`config.mk`:
```
export PLATFORM = sky130hd
export DESIGN_NAME = ptp_tc_correction_rewrite
export DESIGN_NICKNAME = d
export VERILOG_FILES = /design/src/ptp_tc_pkg.sv /design/src/ptp_tc_correction_rewrite.sv
export SDC_FILE = /design/constraint.sdc
export NUM_CORES = 2
export LEC_CHECK = 0
export BUFFER_PORTS_ARGS = -buffer_cell sky130_fd_sc_hd__buf_4
export CORE_MARGIN = 3
export CORE_UTILIZATION = 56
export CTS_CLUSTER_SIZE = 28
export DETAILED_ROUTE_END_ITERATION = 7
export PLACE_DENSITY = 0.79
export SYNTH_ARGS = -nofsm -noshare
export SYNTH_HDL_FRONTEND = slang
export SYNTH_SLANG_ARGS = --single-unit
```
`constraint.sdc`:
```
create_clock -name ref_clk_i -period 11.4 [get_ports ref_clk_i]
set_input_delay 1.14 -clock ref_clk_i [delete_from_list [all_inputs] [get_ports ref_clk_i]]
set_output_delay 1.14 -clock ref_clk_i [all_outputs]
set_load 0.005 [all_outputs]
```
`src/ptp_tc_pkg.sv`:
```
package ptp_tc_pkg;

  // ----------------------------------------------------------------------
  // constants
  // ----------------------------------------------------------------------
  localparam logic [31:0] NS_PER_SEC   = 32'h3B9ACA00;  // one second in ns
  localparam int unsigned CF_BYTES     = 8;             // correction field width
  localparam int unsigned RSV_BYTES    = 4;             // reserved header bytes
  localparam int unsigned FCS_BYTES    = 4;
  localparam int unsigned BUF_DEPTH    = 2;
  localparam logic [15:0] CF_FRAC      = 16'h0000;      // scaled-ns fraction
  localparam logic [31:0] CRC_POLY     = 32'hEDB88320;  // reflected crc-32
  localparam logic [31:0] CRC_INIT     = 32'hFFFFFFFF;
  localparam logic [31:0] CRC_RESIDUE  = 32'hDEBB20E3;  // good-frame remainder
  localparam logic [15:0] LEN_ZERO     = 16'h0000;
  localparam logic [15:0] LEN_ONE      = 16'h0001;

  // ----------------------------------------------------------------------
  // types
  // ----------------------------------------------------------------------
  typedef enum logic [2:0] {
    ACT_PASS        = 3'b000,
    ACT_E2E_B       = 3'b001,
    ACT_PEER_SUB    = 3'b010,
    ACT_ING_WRITE   = 3'b011,
    ACT_EGR_ADD     = 3'b100,
    ACT_EGR_SUB_ADD = 3'b101,
    ACT_WRITE_SAVE  = 3'b110
  } tc_action_t;

  typedef enum logic [1:0] {
    ASYM_NONE = 2'b00,
    ASYM_ADD  = 2'b01,
    ASYM_SUB  = 2'b10
  } asym_sel_t;

  typedef enum logic [1:0] {
    PH_IDLE = 2'b00,
    PH_BODY = 2'b01,
    PH_FCS  = 2'b10
  } phase_t;

  typedef struct packed {
    logic [7:0] data;
    logic       last;
  } beat_t;

  typedef struct packed {
    tc_action_t  action;
    asym_sel_t   asym;
    logic [63:0] cf_orig;
    logic [31:0] rsv_orig;
    logic [15:0] cf_off;
    logic [15:0] rsv_off;
    logic [15:0] seq_id;
  } tc_desc_t;

  typedef struct packed {
    logic [31:0] local_corr;
    logic [31:0] asymmetry;
    logic [31:0] path_delay;
  } tc_cfg_t;

  typedef struct packed {
    logic [15:0] seq_id;
    logic [31:0] stamp;
  } ts_rec_t;

endpackage

```
`src/ptp_tc_correction_rewrite.sv`:
```
`timescale 1ns/10ps
`default_nettype none

// Functional notes
// RULE1: e2e mode b: cf plus tx minus rx
// RULE2: rx stamp from reserved bytes, then zeroed
// RULE3: mode b delay_req also subtracts asymmetry
// RULE4: update runs alone, frame never lengthened
// RULE5: analyzers must classify sync and delay_req
// RULE6: p2p sync adds residence and path delay
// RULE7: engine sends pdelay_req, keeps t3 readable
// RULE8: engine computes link delay by halving
// RULE9: engine sends software t3, zero cf
// RULE10: modified method uses e2e egress action
// RULE11: ingress sync takes peer subtract, cf rewrite
// RULE12: peer subtract: cf minus stamp plus path
// RULE13: ingress pdelay writes stamp to reserved bytes
// RULE14: ingress sync asym add; pdelay_resp asym add
// RULE15: egress sync cf plus raw plus local
// RULE16: egress pdelay_req sub-add, minus asymmetry
// RULE17: alternative write-save queues seq id, stamp
// RULE18: egress pdelay_resp sub-add with reserved stamp
// RULE19: unmatched frame passes, stamp discarded
// RULE20: new fcs replaces old, inverted if bad
// RULE21: cf signed 64-bit, reserved math mod second
// RULE22: rewrite in flight, no added bytes
module ptp_tc_correction_rewrite (
  input  wire logic                 ref_clk_i,
  input  wire logic                 reset_i,
  input  wire logic                 in_valid_i,
  output logic                      in_ready_o,
  input  wire ptp_tc_pkg::beat_t    in_beat_i,
  input  wire logic                 desc_valid_i,
  output logic                      desc_ready_o,
  input  wire ptp_tc_pkg::tc_desc_t desc_i,
  input  wire ptp_tc_pkg::tc_cfg_t  cfg_i,
  input  wire logic [31:0]          raw_nanosecond_stamp_i,
  output logic                      out_valid_o,
  input  wire logic                 out_ready_i,
  output ptp_tc_pkg::beat_t         out_beat_o,
  output logic                      ts_save_o,
  output ptp_tc_pkg::ts_rec_t       ts_rec_o,
  output logic                      stamp_flush_o
);

  // ----------------------------------------------------------------------
  // state
  // ----------------------------------------------------------------------
  typedef struct packed {
    ptp_tc_pkg::phase_t     phase;
    ptp_tc_pkg::tc_action_t action;
    logic                   cf_we;
    logic                   rsv_we;
    logic                   mod;
    logic [63:0]            cf;
    logic [31:0]            rsv;
    logic [15:0]            cf_off;
    logic [15:0]            rsv_off;
    logic [15:0]            idx;
    logic [31:0]            hold;
    logic [2:0]             hcnt;
    logic [31:0]            crc_in;
    logic [31:0]            crc_out;
    logic [31:0]            fcs;
    logic [1:0]             fcs_idx;
    ptp_tc_pkg::beat_t [1:0] buf_mem;
    logic                   wr;
    logic                   rd;
    logic [1:0]             cnt;
    logic                   ts_save;
    ptp_tc_pkg::ts_rec_t    ts;
    logic                   flush;
  } st_t;

  st_t st;
  st_t next_st;

  // ----------------------------------------------------------------------
  // arithmetic helpers
  // ----------------------------------------------------------------------
  // signed ns to scaled ns (ns << 16), sign kept
  function automatic logic [63:0] scaled(input logic [31:0] ns_val);
    return {{16{ns_val[31]}}, ns_val, ptp_tc_pkg::CF_FRAC};
  endfunction

  // reserved bytes carry ns within the second, so wrap at one second (RULE21)
  function automatic logic [31:0] sub_mod_sec(input logic [31:0] a,
                                              input logic [31:0] b);
    logic [31:0] d;
    d = a - b;
    if (a < b)
      d = d + ptp_tc_pkg::NS_PER_SEC;
    return d;
  endfunction

  function automatic logic [31:0] crc_byte(input logic [31:0] crc,
                                           input logic [7:0]  d);
    logic [31:0] c;
    c = crc;
    for (int i = 0; i < 8; i++)
      c = (c >> 1) ^ ((c[0] ^ d[i]) ? ptp_tc_pkg::CRC_POLY : 32'h00000000);
    return c;
  endfunction

  // ----------------------------------------------------------------------
  // field calculation at start of frame
  // ----------------------------------------------------------------------
  logic [31:0] tx_ns;
  logic [31:0] rx_ns;
  logic [63:0] calc_cf;
  logic [31:0] calc_rsv;
  logic        calc_cf_we;
  logic        calc_rsv_we;

  // stamp is the time the first byte is taken
  always_comb
  begin
    tx_ns       = raw_nanosecond_stamp_i + cfg_i.local_corr;
    rx_ns       = raw_nanosecond_stamp_i - cfg_i.local_corr;
    calc_cf     = desc_i.cf_orig;
    calc_rsv    = desc_i.rsv_orig;
    calc_cf_we  = 1'b0;
    calc_rsv_we = 1'b0;
    unique case (desc_i.action)
      ptp_tc_pkg::ACT_E2E_B:
      begin
        calc_cf     = desc_i.cf_orig + scaled(sub_mod_sec(tx_ns, desc_i.rsv_orig)); // RULE1 RULE10
        calc_cf_we  = 1'b1;
        calc_rsv    = 32'h00000000; // RULE2
        calc_rsv_we = 1'b1;
      end
      ptp_tc_pkg::ACT_PEER_SUB:
      begin
        calc_cf    = desc_i.cf_orig - scaled(rx_ns) + scaled(cfg_i.path_delay); // RULE12 RULE6
        calc_cf_we = 1'b1; // RULE11
      end
      ptp_tc_pkg::ACT_ING_WRITE:
      begin
        calc_rsv    = rx_ns; // RULE13
        calc_rsv_we = 1'b1;
        calc_cf_we  = (desc_i.asym != ptp_tc_pkg::ASYM_NONE); // RULE14
      end
      ptp_tc_pkg::ACT_EGR_ADD:
      begin
        calc_cf    = desc_i.cf_orig + scaled(tx_ns); // RULE15
        calc_cf_we = 1'b1;
      end
      ptp_tc_pkg::ACT_EGR_SUB_ADD:
      begin
        calc_cf    = desc_i.cf_orig + scaled(sub_mod_sec(tx_ns, desc_i.rsv_orig)); // RULE16 RULE18
        calc_cf_we = 1'b1;
      end
      ptp_tc_pkg::ACT_WRITE_SAVE, ptp_tc_pkg::ACT_PASS:
      begin
        calc_cf_we = 1'b0; // RULE17 RULE19
      end
      default:
      begin
        calc_cf_we = 1'b0;
      end
    endcase
    // asymmetry is signed ns, applied only where the cf is rewritten
    if (calc_cf_we && desc_i.asym == ptp_tc_pkg::ASYM_ADD)
      calc_cf = calc_cf + scaled(cfg_i.asymmetry); // RULE14
    else if (calc_cf_we && desc_i.asym == ptp_tc_pkg::ASYM_SUB)
      calc_cf = calc_cf - scaled(cfg_i.asymmetry); // RULE3 RULE16
  end

  // ----------------------------------------------------------------------
  // datapath
  // ----------------------------------------------------------------------
  logic              take;
  logic              sof;
  logic              pop;
  logic              push;
  ptp_tc_pkg::beat_t push_beat;
  logic [63:0]       cur_cf;
  logic [31:0]       cur_rsv;
  logic              cur_cf_we;
  logic              cur_rsv_we;
  logic [15:0]       cur_idx;
  logic [15:0]       ck;
  logic [15:0]       rk;
  logic [63:0]       cf_sh;
  logic [31:0]       rsv_sh;
  logic [7:0]        b;
  logic [31:0]       crc_o_n;
  logic              fcs_bad;

  // new frames wait for a descriptor; fcs emission blocks the input
  assign in_ready_o   = (st.cnt != 2'd2) && (st.phase != ptp_tc_pkg::PH_FCS)
                        && (st.phase != ptp_tc_pkg::PH_IDLE || desc_valid_i);
  assign take         = in_valid_i && in_ready_o;
  assign sof          = take && st.phase == ptp_tc_pkg::PH_IDLE;
  assign desc_ready_o = sof; // RULE5
  assign pop          = out_ready_i && st.cnt != 2'd0;
  assign out_valid_o  = st.cnt != 2'd0;
  assign out_beat_o   = st.buf_mem[st.rd];
  assign ts_save_o    = st.ts_save;
  assign ts_rec_o     = st.ts;
  assign stamp_flush_o = st.flush;

  // byte substitution and the hold line that keeps the last four bytes,
  // so the trailing fcs can be swapped without knowing the length ahead
  always_comb
  begin
    next_st    = st;
    next_st.ts_save = 1'b0;
    next_st.flush   = 1'b0;
    push       = 1'b0;
    push_beat  = '0;
    cur_cf     = sof ? calc_cf : st.cf;
    cur_rsv    = sof ? calc_rsv : st.rsv;
    cur_cf_we  = sof ? calc_cf_we : st.cf_we;
    cur_rsv_we = sof ? calc_rsv_we : st.rsv_we;
    cur_idx    = sof ? ptp_tc_pkg::LEN_ZERO : st.idx;
    ck         = cur_idx - (sof ? desc_i.cf_off : st.cf_off);
    rk         = cur_idx - (sof ? desc_i.rsv_off : st.rsv_off);
    cf_sh      = cur_cf << {ck[2:0], 3'b000};
    rsv_sh     = cur_rsv << {rk[1:0], 3'b000};
    crc_o_n    = st.crc_out;
    fcs_bad    = 1'b0;
    b          = in_beat_i.data;
    // big-endian field bytes replace the frame bytes in place
    if (cur_cf_we && cur_idx >= (sof ? desc_i.cf_off : st.cf_off)
        && ck < 16'(ptp_tc_pkg::CF_BYTES))
      b = cf_sh[63:56]; // RULE11 RULE22
    else if (cur_rsv_we && cur_idx >= (sof ? desc_i.rsv_off : st.rsv_off)
             && rk < 16'(ptp_tc_pkg::RSV_BYTES))
      b = rsv_sh[31:24]; // RULE2 RULE13
    if (sof)
    begin
      next_st.action = desc_i.action;
      next_st.cf     = calc_cf;
      next_st.rsv    = calc_rsv;
      next_st.cf_we  = calc_cf_we;
      next_st.rsv_we = calc_rsv_we;
      next_st.mod    = calc_cf_we || calc_rsv_we;
      next_st.cf_off = desc_i.cf_off;
      next_st.rsv_off = desc_i.rsv_off;
      next_st.phase  = ptp_tc_pkg::PH_BODY;
      if (desc_i.action == ptp_tc_pkg::ACT_WRITE_SAVE)
      begin
        next_st.ts_save = 1'b1; // RULE17
        next_st.ts      = {desc_i.seq_id, tx_ns};
      end
      if (desc_i.action == ptp_tc_pkg::ACT_PASS)
        next_st.flush = 1'b1; // RULE19
    end
    if (take)
    begin
      next_st.crc_in = crc_byte(st.crc_in, in_beat_i.data);
      if (st.hcnt == 3'd4)
      begin
        push      = 1'b1;
        push_beat = '{data: st.hold[7:0], last: 1'b0};
        crc_o_n   = crc_byte(st.crc_out, st.hold[7:0]);
      end
      next_st.crc_out = crc_o_n;
      next_st.hold    = {b, st.hold[31:8]};
      next_st.hcnt    = (st.hcnt == 3'd4) ? 3'd4 : st.hcnt + 3'd1;
      next_st.idx     = cur_idx + ptp_tc_pkg::LEN_ONE;
      if (in_beat_i.last)
      begin
        fcs_bad         = next_st.crc_in != ptp_tc_pkg::CRC_RESIDUE;
        next_st.phase   = ptp_tc_pkg::PH_FCS;
        next_st.fcs_idx = 2'd0;
        // untouched frames keep their own fcs, bad or not
        if (next_st.mod)
          next_st.fcs = fcs_bad ? crc_o_n : ~crc_o_n; // RULE20
        else
          next_st.fcs = next_st.hold; // RULE19
      end
    end
    else if (st.phase == ptp_tc_pkg::PH_FCS && st.cnt != 2'd2)
    begin
      push            = 1'b1;
      push_beat       = '{data: st.fcs[7:0], last: st.fcs_idx == 2'd3};
      next_st.fcs     = {8'h00, st.fcs[31:8]};
      next_st.fcs_idx = st.fcs_idx + 2'd1;
      if (st.fcs_idx == 2'd3)
      begin
        next_st.phase   = ptp_tc_pkg::PH_IDLE;
        next_st.hcnt    = 3'd0;
        next_st.crc_in  = ptp_tc_pkg::CRC_INIT;
        next_st.crc_out = ptp_tc_pkg::CRC_INIT;
        next_st.cf      = 64'h0000000000000000;
        next_st.rsv     = 32'h00000000;
      end
    end
    // two-entry buffer: a receiver stall loses no byte
    if (push)
    begin
      next_st.buf_mem[st.wr] = push_beat;
      next_st.wr             = ~st.wr;
    end
    if (pop)
      next_st.rd = ~st.rd;
    next_st.cnt = st.cnt + {1'b0, push} - {1'b0, pop};
  end

  // single state register; runs with no processor help (RULE4)
  always_ff @(posedge ref_clk_i or posedge reset_i)
  begin
    if (reset_i)
    begin
      st         <= '0;
      st.crc_in  <= ptp_tc_pkg::CRC_INIT;
      st.crc_out <= ptp_tc_pkg::CRC_INIT;
    end
    else
      st <= next_st;
  end

  // ----------------------------------------------------------------------
  // checks
  // ----------------------------------------------------------------------
  logic [15:0] in_len;
  logic [15:0] out_len;
  logic [15:0] last_len;

  // byte counts per frame on both sides, for the length check
  always_ff @(posedge ref_clk_i or posedge reset_i)
  begin
    if (reset_i)
    begin
      in_len   <= 16'h0000;
      out_len  <= 16'h0000;
      last_len <= 16'h0000;
    end
    else
    begin
      if (take)
        in_len <= in_beat_i.last ? 16'h0000 : in_len + 16'h0001;
      if (take && in_beat_i.last)
        last_len <= in_len + 16'h0001;
      if (pop)
        out_len <= out_beat_o.last ? 16'h0000 : out_len + 16'h0001;
    end
  end

  a_e2e_cf_sum: assert property (@(posedge ref_clk_i) disable iff (reset_i) // RULE1
    sof && desc_i.action == ptp_tc_pkg::ACT_E2E_B && desc_i.asym == ptp_tc_pkg::ASYM_NONE
    |=> st.cf == $past(desc_i.cf_orig) + scaled(sub_mod_sec($past(tx_ns), $past(desc_i.rsv_orig))))
    else $error("e2e correction sum wrong");

  a_rsv_zeroed: assert property (@(posedge ref_clk_i) disable iff (reset_i) // RULE2
    sof && desc_i.action == ptp_tc_pkg::ACT_E2E_B |=> st.rsv_we && st.rsv == 32'h00000000)
    else $error("reserved bytes not cleared");

  a_asym_sub: assert property (@(posedge ref_clk_i) disable iff (reset_i) // RULE3
    sof && desc_i.action == ptp_tc_pkg::ACT_E2E_B && desc_i.asym == ptp_tc_pkg::ASYM_SUB
    |=> st.cf == $past(desc_i.cf_orig) - scaled($past(cfg_i.asymmetry))
      + scaled(sub_mod_sec($past(tx_ns), $past(desc_i.rsv_orig))))
    else $error("asymmetry not subtracted");

  a_len_kept: assert property (@(posedge ref_clk_i) disable iff (reset_i) // RULE22
    pop && out_beat_o.last |-> out_len + 16'h0001 == last_len)
    else $error("frame length changed");

  a_peer_sub: assert property (@(posedge ref_clk_i) disable iff (reset_i) // RULE12
    sof && desc_i.action == ptp_tc_pkg::ACT_PEER_SUB && desc_i.asym == ptp_tc_pkg::ASYM_NONE
    |=> st.cf_we && st.cf == $past(desc_i.cf_orig) - scaled($past(rx_ns))
      + scaled($past(cfg_i.path_delay)))
    else $error("peer subtract wrong");

  a_ing_stamp: assert property (@(posedge ref_clk_i) disable iff (reset_i) // RULE13
    sof && desc_i.action == ptp_tc_pkg::ACT_ING_WRITE
    |=> st.rsv_we && st.rsv == $past(raw_nanosecond_stamp_i) - $past(cfg_i.local_corr))
    else $error("ingress stamp not written");

  a_egr_add: assert property (@(posedge ref_clk_i) disable iff (reset_i) // RULE15
    sof && desc_i.action == ptp_tc_pkg::ACT_EGR_ADD && desc_i.asym == ptp_tc_pkg::ASYM_NONE
    |=> st.cf == $past(desc_i.cf_orig) + scaled($past(tx_ns)))
    else $error("egress add wrong");

  a_save_pulse: assert property (@(posedge ref_clk_i) disable iff (reset_i) // RULE17
    sof && desc_i.action == ptp_tc_pkg::ACT_WRITE_SAVE
    |=> ts_save_o && ts_rec_o.seq_id == $past(desc_i.seq_id) ##1 !ts_save_o)
    else $error("save pulse wrong");

  a_pass_clean: assert property (@(posedge ref_clk_i) disable iff (reset_i) // RULE19
    sof && desc_i.action == ptp_tc_pkg::ACT_PASS
    |=> stamp_flush_o && !st.mod && !st.cf_we && !st.rsv_we)
    else $error("unmatched frame altered");

  a_fcs_phase: assert property (@(posedge ref_clk_i) disable iff (reset_i) // RULE20
    take && in_beat_i.last |=> st.phase == ptp_tc_pkg::PH_FCS && !in_ready_o)
    else $error("fcs phase not entered");

  c_e2e_frame: cover property (@(posedge ref_clk_i) disable iff (reset_i)
    sof && desc_i.action == ptp_tc_pkg::ACT_E2E_B ##[1:300] pop && out_beat_o.last);

  c_stall_full: cover property (@(posedge ref_clk_i) disable iff (reset_i)
    st.cnt == 2'd2 && !out_ready_i ##1 st.cnt == 2'd2);

  c_bad_fcs_mod: cover property (@(posedge ref_clk_i) disable iff (reset_i)
    take && in_beat_i.last && fcs_bad && st.mod);

endmodule

`default_nettype wire

```
==> flow_metrics.env <==
export IMPL_vdd_drop_max_mv=0.197
export IMPL_antenna_found_initial=7
export IMPL_top_layer_used="met4"
export IMPL_vias_per_cell=6.22
export IMPL_cpMaxStageDelayCell="or4_1"
export IMPL_grt_max_degree=115
export IMPL_grt_pass1_wl_mm=223
export IMPL_grt_usage=0.378
export IMPL_slew_limit_headroom=0.209
export IMPL_drive_gt1_frac=0.238
export IMPL_dp_hpwl_mm=114
export IMPL_dr_wl_met2_mm=63.8
export IMPL_clockBufferDepth=3
export IMPL_yosysTopAreaCellShare=0.182
export IMPL_num_rows=97
export IMPL_ant_nets=0
export IMPL_drc=0
export IMPL_cp_arrival_ns=11.55
export IMPL_syn2layout_area_growth_pct=23.9
export IMPL_grt_pass1_vias=40046
export IMPL_met3_length_mm=14.6
export IMPL_ys_warn_count=0
export IMPL_drv_cap=0
export IMPL_cts_sinks=354
export IMPL_powerDensity_mw_per_mm2=267
export IMPL_clock_skew_ns=0.0253
export IMPL_wl_met1_mm=61.3
export IMPL_num_io_pins=353
export IMPL_worst_path_buf_inv=5
export IMPL_holdBufCountCts=0
export IMPL_drtPass1Iterations=6
export IMPL_gp_congestion=1.01
export IMPL_synth_seq_area_share=0.225
export IMPL_yosys_area_top_type="dfrtp_1"
export IMPL_htree_levels=2
export IMPL_die_w_um=273
export IMPL_drt_initial_drc_count=4534
export IMPL_slew_violations=0
export IMPL_finalHoldViolCount=0
export IMPL_crit_fanout=5
export IMPL_yosysUniqueCellTypes=105
export IMPL_ys_top_cells_by_count="nor2_1, a21oi_1, nand2_1"
export IMPL_fillers=5821
export IMPL_worst_slew_pin_transition_ns=1.17
export IMPL_clk_pin_slew_ns=0.06
export IMPL_synth_area_top_cells="dfrtp_1, ha_1, a21oi_1"
export IMPL_initial_core_util=0.566
export IMPL_syn_area_sq_mm=0.0398
export IMPL_postSynth_asyncResetShare=1.00
export IMPL_syn_nets=5777
export IMPL_syn_avg_cell_area_sq_um=7.82
export IMPL_leakage_nw=23.3
export IMPL_critical_path_max_stage_delay_ns=0.54
export IMPL_min_period_ns=11.03
export IMPL_wl_per_cell_um=21.6
export IMPL_routed_wl_mm=147
export IMPL_cp_required_ns=11.92
export IMPL_portBuffers=352
export IMPL_outcome="finished, final reports clean"
export IMPL_setup_tns_ns=0
export IMPL_synth_seq_cells=354
export IMPL_overflow=0
export IMPL_hp_class="reg2reg"
export IMPL_fin_nets=6503
export IMPL_synth_edff_count=0
export IMPL_ys_flop_type="dfrtp_1"
export IMPL_clk_latency_ns=0.60
export IMPL_coreArea_sq_mm=0.0703
export IMPL_cp_end_kind="flip-flop"
export IMPL_crit_family="compound AO/OA/AOI/OAI gates"
export IMPL_hold_slack_ns=0.473
export IMPL_cts_tree="done"
export IMPL_cts_buffers=43
export IMPL_setup_violations=0
export IMPL_cts_root_buf="clkbuf_16"
export IMPL_synth_most_common_cell="nor2_1"
export IMPL_die_area_sq_mm=0.0743
export IMPL_criticalPathCategory="in2reg"
export IMPL_die_h_um=273
export IMPL_syn_inst=5089
export IMPL_max_freq_mhz=90.7
export IMPL_vias=42263
export IMPL_start_kind="input pin"
export IMPL_post_route_period_util=0.968
[cell families after synthesis]
group | synth area share
xor gates and xnor gates | 0.0897
buffers and inverters | 0.0657
DFF | 0.225
and+or+nand+nor | 0.174
AOI/OAI and AO/OA | 0.279
muxes | 0.0320
adders and majority gates | 0.135
[per-stage QoR]
step	utilization	setup slack [ns]	cells	total power, W	instance area (sq um)
global route	0.702	-0.129	6795	0.0141	49300
detailed placement	0.667	-0.867	6694	0.0111	46900
floorplan	-	0.0477	5089	0.00811	39800
CTS	0.690	-0.0235	6774	0.0127	48500
finish	0.702	0.369	6797	0.0132	49300
global placement	0.667	-0.699	6694	0.0109	46900
[path summary, 6_finish.rpt]
| check | start | end | slack, ns | depth (start not counted) |
|---|---|---|---|---|
| worst max register to register | st[51] | st[100] | 4.30 | 24 |
| min in group asynchronous | reset_i | st[50] | 0.67 | 2 |
| worst min register to register | st[237] | st[237] | 0.47 | 2 |
| max in group asynchronous | reset_i | ts_rec_o[32] | 8.53 | 4 |
| worst min-delay path | st[237] | st[237] | 0.47 | 2 |
| worst max-delay path | cfg_i[64] | st[200] | 0.37 | 56 |
[routing by layer]
metal  vias up  global-route usage
met3       330              0.0669
li1      19703                   -
met1     20027               0.521
met5         -                   0
met4         0               0.157
met2      2203               0.585
[cell usage in the layout, fill, tap and decap left out, types with 83 or more instances in the layout]
cell,Yosys,routed
nor2_1,510,500
o21ai_0,315,293
nand3_1,99,97
buf_4,54,992
a21oi_1,499,476
inv_1,294,292
a21o_1,131,131
nor3_1,90,83
ha_1,342,335
nand2_1,481,478
xnor2_1,251,248
dfrtp_1,290,290
xor2_1,153,152
[final cells by class]
class	instances	area [sq um]	area share
antenna	7	17.5	0.000355
clock buffer	55	1210	0.0246
clock inverter	25	365	0.00741
inverter	296	1120	0.0228
multi-input combinational	4128	29000	0.589
sequential	354	8940	0.181
tap	940	1180	0.0239
timing repair buffer	992	7450	0.151
[sequential cells by signal, indices dropped and copies added (netlist names)]
name,count
ts_rec_o,48
st,304
stamp_flush_o,1
ts_save_o,1
[tightest hold or removal path, cell delays in order, from the launching register on]
cell and delay (ns):
dfrtp_1 0.32, nand2_1 0.06, nand2_1 0.06
[power breakdown]
part	leakage [nW]	total (W)	internal [W]	switching (W)
Clock	0.766	0.00154	0.000919	0.000619
Combinational	18.1	0.00950	0.00409	0.00542
Sequential	4.45	0.00214	0.00184	0.000300
Total	23.3	0.0132	0.00684	0.00634
[what timing repair did]
item	in CTS	in global routing
resized for setup	10	150
endpoints found under the setup margin	14	36
pin swaps	1	64
buffers inserted	0	15
hold endpoints to repair	0	0
cloned	0	1
Power figures use the tool's default switching activity.
